===== src/common/io_expander_pkg.sv =====
// shared constants and types for the 16-bit serial-bus port expander
package io_expander_pkg;
    localparam logic [2:0] REG_PIN_LEVEL_LO   = 3'h0;
    localparam logic [2:0] REG_PIN_LEVEL_HI   = 3'h1;
    localparam logic [2:0] REG_DRIVE_VALUE_LO = 3'h2;
    localparam logic [2:0] REG_DRIVE_VALUE_HI = 3'h3;
    localparam logic [2:0] REG_INVERT_MASK_LO = 3'h4;
    localparam logic [2:0] REG_INVERT_MASK_HI = 3'h5;
    localparam logic [2:0] REG_DIRECTION_LO   = 3'h6;
    localparam logic [2:0] REG_DIRECTION_HI   = 3'h7;

    localparam logic [7:0] DRIVE_VALUE_RESET  = 8'hFF;
    localparam logic [7:0] INVERT_MASK_RESET  = 8'h00;
    localparam logic [7:0] DIRECTION_RESET    = 8'hFF;
    localparam logic [7:0] COMMAND_RESET      = 8'h00;

    localparam logic [3:0] BITS_PER_BYTE      = 4'h8;
    localparam int         SYNC_WIDTH         = 21;

    typedef struct packed {
        logic [7:0] hi;
        logic [7:0] lo;
    } port_pair_t;

    typedef enum logic [3:0] {
        ST_IDLE,
        ST_ADDR,
        ST_ADDR_ACK,
        ST_CMD,
        ST_CMD_ACK,
        ST_WDATA,
        ST_WDATA_ACK,
        ST_RDATA,
        ST_MACK
    } link_state_t;
endpackage : io_expander_pkg


===== src/logic/sync_two_stage.sv =====
// two flip-flop synchroniser for pins from outside the clock domain
`timescale 1ns/1ns
module sync_two_stage #(
    parameter int               WIDTH     = 1,
    parameter logic [WIDTH-1:0] RESET_VAL = '0
) (
    input  wire logic             i_mclk,
    input  wire logic             i_reset,
    input  wire logic             i_ce,
    input  wire logic [WIDTH-1:0] i_async,
    output logic      [WIDTH-1:0] o_sync
);
    logic [WIDTH-1:0] meta;

    if (WIDTH < 1)
    begin : g_width_check
        $error("sync_two_stage: WIDTH must be at least 1");
    end

    always_ff @(posedge i_mclk)
    begin
        if (i_reset)
        begin
            meta   <= RESET_VAL;
            o_sync <= RESET_VAL;
        end
        else if (i_ce)
        begin
            meta   <= i_async;
            o_sync <= meta;
        end
    end
endmodule : sync_two_stage


===== src/logic/port_sense.sv =====
// polarity adjust and change detection for both 8-bit ports
`timescale 1ns/1ns
module port_sense (
    input  wire logic                     i_mclk,
    input  wire logic                     i_reset,
    input  wire io_expander_pkg::port_pair_t i_pin_sync,
    input  wire io_expander_pkg::port_pair_t i_invert,
    input  wire io_expander_pkg::port_pair_t i_direction,
    input  wire io_expander_pkg::port_pair_t i_snapshot,
    output io_expander_pkg::port_pair_t   o_level,
    output io_expander_pkg::port_pair_t   o_mismatch
);
    // level after the invert mask is what the input registers report
    assign o_level    = i_pin_sync ^ i_invert;
    // only input pins are compared with the last value read
    assign o_mismatch = (o_level ^ i_snapshot) & i_direction;
endmodule : port_sense


===== src/logic/io_expander_core.sv =====
// serial-bus slave with eight paired registers and two 8-bit ports
`timescale 1ns/1ns
// How it works
// - slave address holds three strap inputs, giving eight distinct addresses
// - address byte bit 0: one reads from device, zero writes to it
// - first byte after write address is the command, kept write-only
// - only the low three command bits select among eight registers
// - codes 0-1 levels, 2-3 drive, 4-5 invert, 6-7 direction
// - level registers show pin state in any direction; writes ignored
// - drive bits matter only on output pins
// - drive register reads return the written value, not the pin
// - both drive registers reset to all ones
// - invert bit one reports the pin level inverted
// - both invert registers reset to zero
// - direction one means input, zero means driven output
// - both direction registers reset to ones, all pins inputs
// - outputs drive the stored value; inputs have both drivers off
// - reset puts every register and the bus machine in default state
// - any edge on an input pin raises the interrupt
// - interrupt drops when the pin returns or its port is read
// - read clear happens at the acknowledge bit after the clock rises
// - changes during the acknowledge pulse may be lost; later ones re-raise
// - output pins never cause an interrupt
// - turning an output into an input may raise a false interrupt
// - interrupt output is open-drain, low while pending
// - multi-byte writes alternate between the two registers of a pair
// - multi-byte reads alternate; pointer keeps toggled value over restart
module io_expander_core #(
    parameter logic [3:0] ADDR_BASE = 4'h2
) (
    input  wire logic                        i_mclk,
    input  wire logic                        i_reset,
    input  wire logic                        i_ce,
    input  wire logic                        i_scl,
    input  wire logic                        i_sda,
    output logic                             o_sda,
    output logic                             o_sda_oe_n,
    input  wire logic [2:0]                  i_addr_strap,
    input  wire io_expander_pkg::port_pair_t i_port_pin,
    output io_expander_pkg::port_pair_t      o_port_pin,
    output io_expander_pkg::port_pair_t      o_port_oe_n,
    output logic                             o_int,
    output logic                             o_int_oe_n
);
    localparam int SW = io_expander_pkg::SYNC_WIDTH;

    logic [SW-1:0]                sync_out;
    logic [2:0]                   strap;
    logic                         scl_s;
    logic                         sda_s;
    io_expander_pkg::port_pair_t  pin_s;
    logic                         scl_q;
    logic                         sda_q;
    io_expander_pkg::link_state_t state;
    logic [3:0]                   bit_cnt;
    logic [7:0]                   shift;
    logic                         rw;
    logic                         acked;
    logic [7:0]                   ptr;
    io_expander_pkg::port_pair_t  drive;
    io_expander_pkg::port_pair_t  invert;
    io_expander_pkg::port_pair_t  direction;
    io_expander_pkg::port_pair_t  snapshot;
    io_expander_pkg::port_pair_t  level;
    io_expander_pkg::port_pair_t  mismatch;
    logic                         primed;
    logic [1:0]                   warm;
    logic                         next_sda_oe_n;

    function automatic logic [7:0] shift_in(input logic [7:0] cur, input logic bit_in);
        shift_in = {cur[6:0], bit_in};
    endfunction : shift_in

    function automatic logic [7:0] read_value(input logic [2:0] sel,
                                              input io_expander_pkg::port_pair_t lvl,
                                              input io_expander_pkg::port_pair_t drv,
                                              input io_expander_pkg::port_pair_t inv,
                                              input io_expander_pkg::port_pair_t dir);
        unique case (sel)
            io_expander_pkg::REG_PIN_LEVEL_LO:   read_value = lvl.lo;
            io_expander_pkg::REG_PIN_LEVEL_HI:   read_value = lvl.hi;
            io_expander_pkg::REG_DRIVE_VALUE_LO: read_value = drv.lo;
            io_expander_pkg::REG_DRIVE_VALUE_HI: read_value = drv.hi;
            io_expander_pkg::REG_INVERT_MASK_LO: read_value = inv.lo;
            io_expander_pkg::REG_INVERT_MASK_HI: read_value = inv.hi;
            io_expander_pkg::REG_DIRECTION_LO:   read_value = dir.lo;
            io_expander_pkg::REG_DIRECTION_HI:   read_value = dir.hi;
        endcase
    endfunction : read_value

    // straps, bus lines and port pins all come from outside the clock domain
    sync_two_stage #(
        .WIDTH     (SW),
        .RESET_VAL ({SW{1'b1}})
    ) u_sync (
        .i_mclk  (i_mclk),
        .i_reset (i_reset),
        .i_ce    (i_ce),
        .i_async ({i_addr_strap, i_scl, i_sda, i_port_pin}),
        .o_sync  (sync_out)
    );

    assign strap = sync_out[20:18];
    assign scl_s = sync_out[17];
    assign sda_s = sync_out[16];
    assign pin_s = sync_out[15:0];

    port_sense u_sense (
        .i_mclk      (i_mclk),
        .i_reset     (i_reset),
        .i_pin_sync  (pin_s),
        .i_invert    (invert),
        .i_direction (direction),
        .i_snapshot  (snapshot),
        .o_level     (level),
        .o_mismatch  (mismatch)
    );

    always_ff @(posedge i_mclk)
    begin
        if (i_reset)
        begin
            scl_q <= 1'b1;
            sda_q <= 1'b1;
        end
        else if (i_ce)
        begin
            scl_q <= scl_s;
            sda_q <= sda_s;
        end
    end

    wire scl_rise  = scl_s & ~scl_q;
    wire scl_fall  = ~scl_s & scl_q;
    wire bus_start = scl_s & scl_q & sda_q & ~sda_s;
    wire bus_stop  = scl_s & scl_q & ~sda_q & sda_s;
    wire byte_end  = scl_fall && (bit_cnt == io_expander_pkg::BITS_PER_BYTE);
    wire addr_hit  = (state == io_expander_pkg::ST_ADDR) && byte_end
                     && (shift[7:1] == {ADDR_BASE, strap});
    wire cmd_done  = (state == io_expander_pkg::ST_CMD) && byte_end;
    wire wr_done   = (state == io_expander_pkg::ST_WDATA) && byte_end;
    wire mack_rise = (state == io_expander_pkg::ST_MACK) && scl_rise;
    wire [7:0] rd_byte = read_value(ptr[2:0], level, drive, invert, direction);

    // bus state machine
    always_ff @(posedge i_mclk)
    begin
        if (i_reset)
        begin
            state   <= io_expander_pkg::ST_IDLE;
            bit_cnt <= 4'h0;
            shift   <= 8'h00;
            rw      <= 1'b0;
            acked   <= 1'b0;
        end
        else if (i_ce)
        begin
            if (bus_start)
            begin
                state   <= io_expander_pkg::ST_ADDR;
                bit_cnt <= 4'h0;
            end
            else if (bus_stop)
                state <= io_expander_pkg::ST_IDLE;
            else
            begin
                unique case (state)
                    io_expander_pkg::ST_IDLE:
                    begin
                    end
                    io_expander_pkg::ST_ADDR:
                    begin
                        if (scl_rise)
                        begin
                            shift   <= shift_in(shift, sda_s);
                            bit_cnt <= bit_cnt + 4'h1;
                        end
                        else if (byte_end)
                        begin
                            state <= addr_hit ? io_expander_pkg::ST_ADDR_ACK : io_expander_pkg::ST_IDLE;
                            rw    <= shift[0];
                        end
                    end
                    io_expander_pkg::ST_CMD:
                    begin
                        if (scl_rise)
                        begin
                            shift   <= shift_in(shift, sda_s);
                            bit_cnt <= bit_cnt + 4'h1;
                        end
                        else if (byte_end)
                            state <= io_expander_pkg::ST_CMD_ACK;
                    end
                    io_expander_pkg::ST_WDATA:
                    begin
                        if (scl_rise)
                        begin
                            shift   <= shift_in(shift, sda_s);
                            bit_cnt <= bit_cnt + 4'h1;
                        end
                        else if (byte_end)
                            state <= io_expander_pkg::ST_WDATA_ACK;
                    end
                    io_expander_pkg::ST_ADDR_ACK:
                    begin
                        if (scl_fall)
                        begin
                            bit_cnt <= 4'h0;
                            if (rw)
                            begin
                                state <= io_expander_pkg::ST_RDATA;
                                shift <= rd_byte;
                            end
                            else
                                state <= io_expander_pkg::ST_CMD;
                        end
                    end
                    io_expander_pkg::ST_CMD_ACK, io_expander_pkg::ST_WDATA_ACK:
                    begin
                        if (scl_fall)
                        begin
                            state   <= io_expander_pkg::ST_WDATA;
                            bit_cnt <= 4'h0;
                        end
                    end
                    io_expander_pkg::ST_RDATA:
                    begin
                        if (scl_rise)
                            bit_cnt <= bit_cnt + 4'h1;
                        else if (byte_end)
                            state <= io_expander_pkg::ST_MACK;
                        else if (scl_fall)
                            shift <= {shift[6:0], 1'b0};
                    end
                    io_expander_pkg::ST_MACK:
                    begin
                        if (scl_rise)
                            acked <= ~sda_s;
                        else if (scl_fall)
                        begin
                            bit_cnt <= 4'h0;
                            if (acked)
                            begin
                                state <= io_expander_pkg::ST_RDATA;
                                shift <= rd_byte;
                            end
                            else
                                state <= io_expander_pkg::ST_IDLE;
                        end
                    end
                endcase
            end
        end
    end

    // data line: low for acknowledges, released bit by bit for reads
    always_comb
    begin
        unique case (state)
            io_expander_pkg::ST_ADDR_ACK,
            io_expander_pkg::ST_CMD_ACK,
            io_expander_pkg::ST_WDATA_ACK: next_sda_oe_n = 1'b0;
            io_expander_pkg::ST_RDATA:     next_sda_oe_n = shift[7];
            default:                       next_sda_oe_n = 1'b1;
        endcase
    end

    always_ff @(posedge i_mclk)
    begin
        if (i_reset)
            o_sda_oe_n <= 1'b1;
        else if (i_ce)
            o_sda_oe_n <= next_sda_oe_n;
    end

    assign o_sda = 1'b0;

    // command pointer, never readable
    always_ff @(posedge i_mclk)
    begin
        if (i_reset)
            ptr <= io_expander_pkg::COMMAND_RESET;
        else if (i_ce)
        begin
            if (cmd_done)
                ptr <= shift;
            else if (wr_done || mack_rise)
                ptr[0] <= ~ptr[0];
        end
    end

    // configuration registers, addressed by low three pointer bits
    always_ff @(posedge i_mclk)
    begin
        if (i_reset)
        begin
            drive     <= {2{io_expander_pkg::DRIVE_VALUE_RESET}};
            invert    <= {2{io_expander_pkg::INVERT_MASK_RESET}};
            direction <= {2{io_expander_pkg::DIRECTION_RESET}};
        end
        else if (i_ce && wr_done)
        begin
            unique case (ptr[2:0])
                io_expander_pkg::REG_PIN_LEVEL_LO,
                io_expander_pkg::REG_PIN_LEVEL_HI:
                begin
                    // input levels are read-only, byte dropped
                end
                io_expander_pkg::REG_DRIVE_VALUE_LO: drive.lo     <= shift;
                io_expander_pkg::REG_DRIVE_VALUE_HI: drive.hi     <= shift;
                io_expander_pkg::REG_INVERT_MASK_LO: invert.lo    <= shift;
                io_expander_pkg::REG_INVERT_MASK_HI: invert.hi    <= shift;
                io_expander_pkg::REG_DIRECTION_LO:   direction.lo <= shift;
                io_expander_pkg::REG_DIRECTION_HI:   direction.hi <= shift;
            endcase
        end
    end

    // pins: value from drive bit, enable low only on output pins
    assign o_port_pin  = drive;
    assign o_port_oe_n = direction;

    // last captured levels; a port read re-captures that port
    always_ff @(posedge i_mclk)
    begin
        if (i_reset)
        begin
            snapshot <= 16'h0000;
            primed   <= 1'b0;
            warm     <= 2'h0;
        end
        else if (i_ce)
        begin
            warm <= {warm[0], 1'b1};
            if (!primed)
            begin
                // wait out the synchroniser reset value before capturing
                snapshot <= level;
                primed   <= warm[1];
            end
            else if (mack_rise && (ptr[2:1] == 2'b00))
            begin
                // a change in this cycle goes into the capture; a change in the next cycle differs from it
                if (ptr[0])
                    snapshot.hi <= level.hi;
                else
                    snapshot.lo <= level.lo;
            end
        end
    end

    // pending while any input pin differs from its capture
    always_ff @(posedge i_mclk)
    begin
        if (i_reset)
            o_int_oe_n <= 1'b1;
        else if (i_ce)
            o_int_oe_n <= ~(primed && (mismatch != 16'h0000));
    end

    assign o_int = 1'b0;
endmodule : io_expander_core


===== config.mk =====
export PLATFORM = sky130hd
export DESIGN_NAME = io_expander_core
export DESIGN_NICKNAME = d
export VERILOG_FILES = /design/src/common/io_expander_pkg.sv /design/src/logic/sync_two_stage.sv /design/src/logic/port_sense.sv /design/src/logic/io_expander_core.sv
export SDC_FILE = /design/constraint.sdc
export NUM_CORES = 1
export LEC_CHECK = 0
export BUFFER_PORTS_ARGS = -buffer_cell sky130_fd_sc_hd__clkbuf_2
export CELL_PAD_IN_SITES_DETAIL_PLACEMENT = 0
export CELL_PAD_IN_SITES_GLOBAL_PLACEMENT = 2
export CORE_AREA = 2 2 134 136
export CTS_BUF_LIST = sky130_fd_sc_hd__clkbuf_8 sky130_fd_sc_hd__clkbuf_16
export DETAILED_ROUTE_END_ITERATION = 10
export DIE_AREA = 0 0 136 138
export PLACE_DENSITY_LB_ADDON = 0.2
export SLEW_MARGIN = 5
export SYNTH_ARGS = -nofsm -noshare
export SYNTH_HDL_FRONTEND = slang
export SYNTH_HIERARCHICAL = 1
export SYNTH_SLANG_ARGS = --single-unit

===== constraint.sdc =====
create_clock -name i_mclk -period 5.6 [get_ports i_mclk]
set_input_delay 0.28 -clock i_mclk [delete_from_list [all_inputs] [get_ports i_mclk]]
set_output_delay 0.28 -clock i_mclk [all_outputs]
set_load 0.01 [all_outputs]

==> flow_summary_export.csv, run 1 <==
group,metric,value,unit
sta,worst_pin_slew,1.036,ns
routing,met1_length,9.497,mm
sta,hold_ws,0.06303,ns
routing,wirelength,20.00,mm
clock_tree,clk_pin_slew,0.06,ns
sta,final.min_clock_period,2.723,ns
yosys,yosysTopAreaCell,"dfxtp_1",
routing,met2_length,8.949,mm
sta,tns,0,ns
status,status,"completed",
worst_setup_path,timing.rr.start,"state[0]$_SDFFE_PP0P_",
sta,rsz0062_at_grt,"false",
clock_tree,cts-htree-levels,4,
worst_setup_path,worstSetupPathType,"reg -> reg",
sta,finalHoldViolations,0,
yosys,yosysMostFrequentCell,"dfxtp_1",
routing,drtPass1Iterations,5,
clock_tree,cts_tree,"built",
worst_setup_path,r2r-end,"shift[5]$_SDFFE_PP0P_",
layout,nFillCells,1798,
yosys,synth-edff-count,0,
min_path,min_path_type,"in -> reg",
routing,wl_met3,1.115,mm
pwr,power.switching,0.0005557,W
yosys,synth.distinct_cells,77,
sta,finalMaxSlewViolations,0,
pwr,p_seq_frac,0.436,
routing,viasPerCell,5.529,
min_path,whs_endpoint,"u_sync/meta[16]$_SDFFE_PP1P_",
yosys,syn_area_per_cell,8.887,um2
die,die_area,18770,um2
die,core,17530,um2
placed_design,dp.cells,1000,
sta,fin_worst_skew,0.008940,ns
yosys,synthFlopType,"dfxtp_1",
routing,top_layer,"met4",
clock_tree,ctsHoldBuffers,0,
sta,fin_crit_sh,0.4863,
pwr,vdd_drop_max,213.8,uV
yosys,async_reset_ff_frac,0,
global_route,grt_pass1_wl,31.42,mm
clock_tree,cts_buffers,17,
layout,finish.utilization,0.4392,
worst_setup_path,start_kind,"flop",
layout,drive_above_1_share,0.1370,
yosys,synthCells,770,
global_route,grt_use_total,0.2190,
sta,fmax,0.3672,GHz
clock_tree,cts_setup_buffers,0,
placed_design,port-buffer-count,57,
die,initial_core_util,0.3903,
worst_setup_path,ff2ff_path_depth,5,
routing,drc,0,
yosys,ys_warn_count,6,
clock_tree,clock_latency,0.42,ns
yosys,synthTopCellsByArea,"dfxtp_1, mux2i_1, a211o_1",
clock_tree,cts_resized,0,
worst_setup_path,r2r_setup_slack,2.88,ns
routing,routedWlPerCell,19.38,um
yosys,synthTopCellsByCount,"dfxtp_1, nor2_1, mux2i_1, nand2_1, nor2b_1",
min_path,hold_start,"i_sda",
die,fp.dieW,136,um
clock_tree,cts.sinks,134,
job,cap_violations,0,
placed_design,dpl.hpwl,14.07,mm
layout,layoutNonFillerInstCount,1032,
worst_setup_path,cp_data_required_time,5.94,ns
layout,num_antenna_cells,0,
die,io_pins,60,
pwr,finalPower,0.002329,W
pwr,intPower,0.001773,W
sta,setup_violations,0,
placed_design,gp_congestion,0.9035,
global_route,antenna_found_initial,0,
die,std_cell_rows,49,
global_route,grt_max_degree,91,
global_route,gr-total-overflow,0,
routing,drt_iter0_markers,458,
pwr,p_clk_frac,0.495,
min_path,min_path_cells,2,
clock_tree,clockRootBuffer,"clkbuf_16",
yosys,ys_seq_area_frac,0.3920,
layout,synthToLayoutAreaGrowth,12.54,%
worst_setup_path,cp.arrival,3.06,ns
yosys,ys_ff_latch,134,
yosys,syn-cell-area,6843,um2
pwr,cellPowerDensity,302.4,nW/um2
yosys,yosysTopAreaCellShare,0.3920,
routing,route.antenna.remaining_nets,0,
die,die_y,138,um
routing,routed-via-count,5706,
layout,final_nets,816,
global_route,grt_pass1_vias,5349,
pwr,p_leak,3.005,nW
clock_tree,cts.path.max_buffers,2,
worst_setup_path,endpoint_kind,"flop",
worst_setup_path,critical_path.max_fanout,19,
pwr,swShare,0.2386,
pwr,combPwrFrac,0.069,
sta,slew_headroom,0.3038,
[routing by layer]
| metal | track usage | vias up |
|---|---|---|
| li1 | - | 2788 |
| met1 | 0.3069 | 2731 |
| met2 | 0.3253 | 162 |
| met3 | 0.06051 | 25 |
| met4 | 0.07127 | 0 |
| met5 | 0 | - |
[sequential cells by signal, indices dropped and copies added (netlist names)]
| signal | count |
|---|---|
| ptr | 3 |
| bit_cnt | 4 |
| shift | 8 |
| sda_q | 1 |
| u_sync/meta | 21 |
| scl_q | 1 |
| snapshot | 16 |
| primed | 1 |
| state | 4 |
| rw | 1 |
| o_int_oe_n | 1 |
| o_port_pin | 16 |
| u_sync/o_sync | 21 |
| invert | 16 |
| acked | 1 |
| warm | 2 |
| o_port_oe_n | 16 |
| o_sda_oe_n | 1 |
[per-stage QoR]
| stage | area, um2 | setup slack (ns) |
|---|---|---|
| global route | 7701 | 2.696 |
| floorplan | 6847 | 3.593 |
| detailed placement | 7093 | 2.962 |
| finish | 7701 | 2.877 |
| global placement | 7093 | 2.993 |
| CTS | 7701 | 2.944 |
[area by class of cell]
class                           instances  area [um2]  area share
Clock inverter                         13       155.1     0.02015
Sequential cell                       134        2683      0.3483
Clock buffer                           19       452.9     0.05881
Multi-Input combinational cell        560        3740      0.4856
Inverter                               15       56.30    0.007311
Tap cell                              229       286.5     0.03721
Timing Repair Buffer                   62       327.8     0.04257
[power by group through the flow]
stage	Clock [W]	Sequential, W	Combinational, W
2_1_floorplan	0	0.00102	0.000133
3_3_place_gp	0	0.00103	0.000159
3_5_place_dp	0	0.00104	0.000160
4_1_cts	0.00117	0.00101	0.000161
5_1_grt	0.00122	0.00102	0.000180
6_report	0.00115	0.00101	0.000161
[cells by family (layout without fill, tap and decap cells)]
kind of cell    after synthesis  in the layout  synth area share
compound gates              166            166            0.1825
xor+xnor                     22             22           0.02816
fa+ha+maj                     2              2          0.003656
buf+inv                      77            109           0.06198
flops                       134            134            0.3920
mux                          69             69            0.1013
other cells                   1              2         0.0005480
simple gates                299            299            0.2298
[critical path, stage by stage (launching register included)]
cell and delay (ns):
dfxtp_1 0.71, nor2b_1 0.48, o21ai_0 0.26, a2111oi_4 0.81, o21ai_0 0.18, a31oi_1 0.20
[placed cells by master, fill, tap and decap left out, types with 7 or more instances in the layout]
cell         n
o21ai_0     20
nor2_1      76
a211o_1     43
clkbuf_16   17
o211ai_1     8
a21oi_1     38
dfxtp_1    134
nand2_1     65
nand2b_1    24
buf_4        7
nand3_1     32
clkbuf_2    55
xor2_1      21
o31a_1       7
mux2i_1     67
nor2b_1     47
inv_1       17
[how the worst max path moves through the flow]
stage | cells after the start | end | startpoint | slack, ns
final | 5 | shift[5]$_SDFFE_PP0P_ | state[0]$_SDFFE_PP0P_ | 2.88
after floorplan | 6 | invert[14]$_SDFFE_PP0P_ | bit_cnt[0]$_SDFFE_PP0P_ | 3.59
after global routing | 5 | shift[5]$_SDFFE_PP0P_ | state[0]$_SDFFE_PP0P_ | 2.70
after detailed placement | 5 | shift[5]$_SDFFE_PP0P_ | state[0]$_SDFFE_PP0P_ | 2.96
after CTS | 5 | shift[5]$_SDFFE_PP0P_ | state[0]$_SDFFE_PP0P_ | 2.94
after global placement | 5 | shift[7]$_SDFFE_PP0P_ | state[0]$_SDFFE_PP0P_ | 2.99
Power figures use the tool's default switching activity.
==> run 2: changes to the inputs <==
- ABC_AREA: default -> 1
- CORE_AREA: 2 2 134 136 -> 2 2 159 161
- DIE_AREA: 0 0 136 138 -> 0 0 161 163
- clock period: 5.6 -> 2.2 ns (I/O delays scaled with it)
==> flow_summary_export.csv, run 2 <==
group,metric,value,unit
status,status,"completed",
clock_tree,cts_setup_buffers,0,
clock_tree,clockRootBuffer,"clkbuf_16",
die,initial_core_util,0.3032,
sta,final.min_clock_period,2.014,ns
yosys,async_reset_ff_frac,0,
pwr,swShare,0.3593,
routing,routedWlPerCell,16.42,um
die,fp.dieW,161,um
min_path,min_path_cells,3,
layout,finish.utilization,0.3577,
yosys,ys_warn_count,6,
routing,route.antenna.remaining_nets,0,
yosys,yosysTopAreaCell,"dfxtp_1",
yosys,synthTopCellsByArea,"dfxtp_1, nand2_1, nand3_2",
sta,fin_worst_skew,0.01039,ns
layout,nFillCells,2697,
yosys,synthCells,1072,
layout,final_cell_mix,"nand2_1, dfxtp_1, nor2_1",
worst_setup_path,cp_num_buf_inv,2,
routing,viasPerCell,4.680,
sta,rsz0062_at_grt,"false",
die,std_cell_rows,58,
worst_setup_path,cp_data_required_time,2.49,ns
global_route,antenna_found_initial,1,
pwr,cellPowerDensity,895.0,nW/um2
die,io_pins,60,
routing,drt_iter0_markers,465,
clock_tree,ctsHoldBuffers,21,
clock_tree,cts-htree-levels,4,
pwr,p_clk_frac,0.385,
layout,final-seq-area,2683,um2
pwr,power.switching,0.002838,W
yosys,yosysTopAreaCellShare,0.3585,
global_route,gr-total-overflow,0,
job,cap_violations,0,
yosys,ys_ff_latch,134,
die,die_y,163,um
clock_tree,cts_tree,"built",
worst_setup_path,timing.rr.start,"bit_cnt[0]$_SDFFE_PP0P_",
placed_design,gp_congestion,0.8167,
yosys,syn_area_per_cell,6.980,um2
worst_setup_path,critical_path.max_fanout,10,
min_path,hold_start,"i_reset",
layout,final_common_cell,"nand2_1",
yosys,ys_seq_area_frac,0.3585,
layout,multi_input_area,4105,um2
sta,hold_ws,0.1176,ns
yosys,synth.distinct_cells,38,
worst_setup_path,endpoint_kind,"flop",
sta,slew_headroom,0.4288,
die,die_area,26240,um2
clock_tree,cts.path.max_buffers,2,
yosys,syn-cell-area,7482,um2
routing,drtPass1Iterations,6,
worst_setup_path,path_delay_family,"simple AND/OR/NAND/NOR gates",
pwr,vdd_drop_max,403.7,uV
clock_tree,clock_latency,0.43,ns
die,core,24670,um2
global_route,grt_max_degree,51,
layout,reg_top3,"u_sync/meta x21, u_sync/o_sync x21",
worst_setup_path,crit_chain,"inv_1 > ha_1 > nand2_1 > inv_1 > nand3_2 > nor2_4 > nand2_4 > or2_0 > nand2_1 > o211ai_2",
layout,finalInstanceArea,8825,um2
pwr,p_seq_frac,0.364,
worst_setup_path,cp.arrival,2.30,ns
routing,routed-via-count,6922,
sta,worst_pin_slew,0.8536,ns
worst_setup_path,r2r-end,"o_port_oe_n[15]$_SDFFE_PP1P_",
placed_design,dpl.hpwl,17.79,mm
yosys,yosysMostFrequentCell,"nand2_1",
global_route,grt_pass1_vias,6416,
clock_tree,cts_buffers,17,
worst_setup_path,max_stage_delay,0.44,ns
worst_setup_path,ff2ff_path_depth,10,
layout,synthToLayoutAreaGrowth,17.94,%
worst_setup_path,worstSetupPathType,"reg -> reg",
yosys,synth-edff-count,0,
clock_tree,cts_resized,0,
layout,final_nets,1162,
placed_design,port-buffer-count,57,
clock_tree,cts.sinks,134,
worst_setup_path,r2r_setup_slack,0.19,ns
sta,tns,0,ns
worst_setup_path,cp_slowest_cell,"or2_0",
worst_setup_path,start_kind,"flop",
global_route,grt_use_total,0.1896,
yosys,synthFlopType,"dfxtp_1",
sta,finalHoldViolations,0,
clock_tree,clk_pin_slew,0.06,ns
pwr,p_leak,4.188,nW
pwr,intPower,0.005060,W
global_route,grt_pass1_wl,37.89,mm
yosys,synthTopCellsByCount,"nand2_1, dfxtp_1, nor2_1, inv_1, nand2_2",
layout,num_antenna_cells,0,
routing,drc,0,
sta,finalMaxSlewViolations,0,
min_path,min_path_type,"in -> reg",
min_path,whs_endpoint,"bit_cnt[3]$_SDFFE_PP0P_",
pwr,finalPower,0.007898,W
sta,setup_violations,0,
routing,wirelength,24.28,mm
sta,fmax,0.4964,GHz
layout,drive_above_1_share,0.2411,
placed_design,post_dp_cell_area,8001,um2
sta,fin_crit_sh,0.9156,
pwr,combPwrFrac,0.251,
[run 2: changes by cell type in the layout (fill, tap and decap cells not counted), moves of 43 or more]
cell	previous run	this run
nand2_2	1	61
nand2_1	65	312
mux2i_1	67	0
nor2b_1	47	0
a211o_1	43	0
nand3_2	0	44
inv_1	17	65
[run 2: tightest hold or removal path: cells and delay by family]
| family | cells | cell delay (ns) |
|---|---|---|
| AO/OA/AOI/OAI | 1 | 0.06 |
| buffers and inverters | 2 | 0.33 |
[run 2: layout make-up]
cell class | count | share of cell area
Inverter | 91 | 0.03970
Clock buffer | 18 | 0.04977
Clock inverter | 14 | 0.01971
Multi-Input combinational cell | 797 | 0.4652
Sequential cell | 134 | 0.3040
Timing Repair Buffer | 95 | 0.07486
Tap cell | 330 | 0.04679
[run 2: kinds of logic after synthesis]
kind of cell | Yosys count | share of synthesized area
adders and majority gates | 2 | 0.003344
buffers and inverters | 142 | 0.09331
DFF | 134 | 0.3585
xor gates and xnor gates | 1 | 0.001171
other | 1 | 0.0005012
and+or+nand+nor | 656 | 0.4361
AOI/OAI and AO/OA | 136 | 0.1070
[run 2: power groups by stage]
stage	sequential [W]	clock (W)	combinational [W]
2_1_floorplan	0.00282	0	0.00150
3_3_place_gp	0.00293	0	0.00199
3_5_place_dp	0.00292	0	0.00197
4_1_cts	0.00287	0.00312	0.00200
5_1_grt	0.00290	0.00321	0.00224
6_report	0.00287	0.00304	0.00198
[run 2: worst max-delay path by stage]
stage / start / endpoint / slack [ns] / cells after the start
CTS: bit_cnt[0]$_SDFFE_PP0P_ / o_port_oe_n[9]$_SDFFE_PP1P_ / 0.18 / 10
detailed placement: bit_cnt[0]$_SDFFE_PP0P_ / o_port_oe_n[9]$_SDFFE_PP1P_ / 0.19 / 10
floorplan: bit_cnt[0]$_SDFFE_PP0P_ / o_port_oe_n[10]$_SDFFE_PP1P_ / 0.53 / 11
global placement: bit_cnt[0]$_SDFFE_PP0P_ / o_port_oe_n[14]$_SDFFE_PP1P_ / 0.23 / 10
finish: bit_cnt[0]$_SDFFE_PP0P_ / o_port_oe_n[15]$_SDFFE_PP1P_ / 0.19 / 10
global route: bit_cnt[0]$_SDFFE_PP0P_ / o_port_oe_n[9]$_SDFFE_PP1P_ / 0.008 / 10
[run 2: per-stage QoR]
stage,cells,setup slack (ns)
floorplan,1073,0.5252
global placement,1426,0.2313
detailed placement,1426,0.1896
CTS,1479,0.1762
global route,1479,0.008139
finish,1479,0.1856
[run 2: routing by layer]
metal	wire length [um]	global-route usage	vias to the layer above
li1	-	-	3595
met1	12460	0.2734	3166
met2	10540	0.2913	135
met3	955	0.03056	24
met4	320	0.05479	2
met5	12	0	-
==> run 3: changes to the inputs <==
- CORE_AREA: 2 2 159 161 -> 2 2 152 154
- DIE_AREA: 0 0 161 163 -> 0 0 154 156
- clock period: 2.2 -> 2.05 ns (I/O delays scaled with it)
==> flow_summary_export.csv, run 3 (synthesis gave the netlist of run 2 again) <==
group,metric,value,unit
status,status,"completed",
routing,routedWlPerCell,16.77,um
pwr,finalPower,0.008400,W
sta,worst_pin_slew,0.8409,ns
routing,viasPerCell,4.857,
layout,drive_above_1_share,0.2420,
pwr,swShare,0.3632,
sta,fmax,0.5310,GHz
sta,slew_headroom,0.4373,
die,initial_core_util,0.3345,
worst_setup_path,cp_data_required_time,2.34,ns
sta,fin_worst_skew,0.01295,ns
clock_tree,clock_latency,0.42,ns
routing,routed-via-count,6985,
layout,final_common_cell,"nand2_1",
sta,final.min_clock_period,1.883,ns
worst_setup_path,start_kind,"flop",
pwr,intPower,0.005349,W
placed_design,post_dp_cell_area,7963,um2
die,fp.dieW,154,um
sta,finalHoldViolations,0,
sta,tns,0,ns
layout,multi_input_area,4113,um2
layout,nFillCells,2343,
die,io_pins,60,
placed_design,dpl.hpwl,17.40,mm
routing,drtPass1Iterations,5,
routing,drc,0,
worst_setup_path,cp_slowest_cell,"dfxtp_1",
routing,met1_length,12.42,mm
pwr,p_seq_frac,0.364,
sta,finalMaxSlewViolations,0,
layout,synthToLayoutAreaGrowth,17.22,%
sta,rsz0062_at_grt,"true",
routing,top_layer,"met4",
placed_design,port-buffer-count,57,
global_route,grt_use_total,0.2060,
die,core,22370,um2
global_route,grt_pass1_wl,37.90,mm
routing,wl_met3,952,um
global_route,antenna_found_initial,0,
layout,final-seq-area,2683,um2
placed_design,gp_congestion,0.8413,
clock_tree,clk_pin_slew,0.07,ns
pwr,power.switching,0.003051,W
layout,num_antenna_cells,0,
clock_tree,cts.sinks,134,
routing,drt_iter0_markers,485,
sta,fin_crit_sh,0.9187,
pwr,vdd_drop_max,622.8,uV
layout,final_cell_mix,"nand2_1, dfxtp_1, nor2_1",
sta,setup_violations,0,
placed_design,place_ws,0.1329,ns
clock_tree,cts-htree-levels,4,
min_path,min_path_type,"in -> reg",
die,die_area,24020,um2
die,std_cell_rows,55,
global_route,grt_max_degree,47,
worst_setup_path,max_stage_delay,0.34,ns
job,cap_violations,0,
pwr,p_leak,4.200,nW
clock_tree,clockRootBuffer,"clkbuf_16",
layout,finalInstanceArea,8771,um2
clock_tree,cts_buffers,17,
worst_setup_path,worstSetupPathType,"reg -> reg",
pwr,p_clk_frac,0.374,
sta,fin_ws,0.1667,ns
routing,wirelength,24.11,mm
pwr,combPwrFrac,0.262,
routing,met2_length,10.41,mm
layout,final_nets,1166,
worst_setup_path,crit_chain,"inv_1 > ha_1 > nand2_1 > inv_1 > nand3_2 > nor2_4 > buf_4 > nand3_2 > nand2_1 > o211ai_1",
worst_setup_path,critical_path.max_fanout,16,
clock_tree,cts.path.max_buffers,2,
clock_tree,cts_tree,"built",
pwr,cellPowerDensity,957.7,nW/um2
global_route,grt_pass1_vias,6468,
global_route,gr-total-overflow,0,
worst_setup_path,endpoint_kind,"flop",
layout,reg_top3,"u_sync/meta x21, u_sync/o_sync x21",
die,die_y,156,um
worst_setup_path,cp.arrival,2.18,ns
routing,route.antenna.remaining_nets,0,
==> run 3: routing by layer <==
layer	vias up	GRT usage
li1	3606	-
met1	3201	0.3002
met2	156	0.3154
met3	22	0.03361
met4	0	0.05296
met5	-	0
==> run 3: power by group through the flow <==
stage | Sequential (W) | Clock (W) | Combinational, W
finish | 0.00306 | 0.00314 | 0.00220
global route | 0.00309 | 0.00331 | 0.00250
CTS | 0.00306 | 0.00319 | 0.00222
detailed placement | 0.00311 | 0 | 0.00218
global placement | 0.00312 | 0 | 0.00221
floorplan | 0.00303 | 0 | 0.00161
==> run 3: area by class of cell <==
cell class | count | area share
Sequential cell | 134 | 0.3058
Clock buffer | 18 | 0.05007
Multi-Input combinational cell | 797 | 0.4689
Timing Repair Buffer | 99 | 0.07732
Clock inverter | 14 | 0.01726
Tap cell | 285 | 0.04066
Inverter | 91 | 0.03994
==> run 3: worst max-delay path: cells and delay by family, from the launching register on <==
family	cells	cell delay (ns)
flops	1	0.34
fa+ha+maj	1	0.14
simple gates	5	0.87
compound gates	1	0.09
buf+inv	3	0.32
==> run 3: repair_timing <==
action / CTS / global route
setup endpoints to repair: 0 / 7
hold buffers: 21 / 0
resized for setup: 0 / 2
buffers inserted: 0 / 0
hold endpoints to repair: 21 / 0
==> run 3: final timing paths <==
| check | startpoint | to | slack (ns) | cells past startpoint |
|---|---|---|---|---|
| worst max-delay path | bit_cnt[0]$_SDFFE_PP0P_ | o_port_pin[5]$_SDFFE_PP1P_ | 0.17 | 10 |
| worst min-delay path | i_reset | bit_cnt[3]$_SDFFE_PP0P_ | 0.16 | 2 |
| worst max register to register | bit_cnt[0]$_SDFFE_PP0P_ | o_port_pin[5]$_SDFFE_PP1P_ | 0.17 | 10 |
| worst min register to register | u_sync/meta[20]$_SDFFE_PP1P_ | u_sync/meta[20]$_SDFFE_PP1P_ | 0.46 | 2 |
==> run 3: metrics by stage <==
step / hold WS [ns] / util / std cells
finish: 0.1616 / 0.3922 / 1438
floorplan: 0.2241 / - / 1073
detailed placement: 0.3212 / 0.3560 / 1385
global route: 0.1720 / 0.3922 / 1438
global placement: 0.3186 / 0.3560 / 1385
CTS: 0.1516 / 0.3918 / 1438
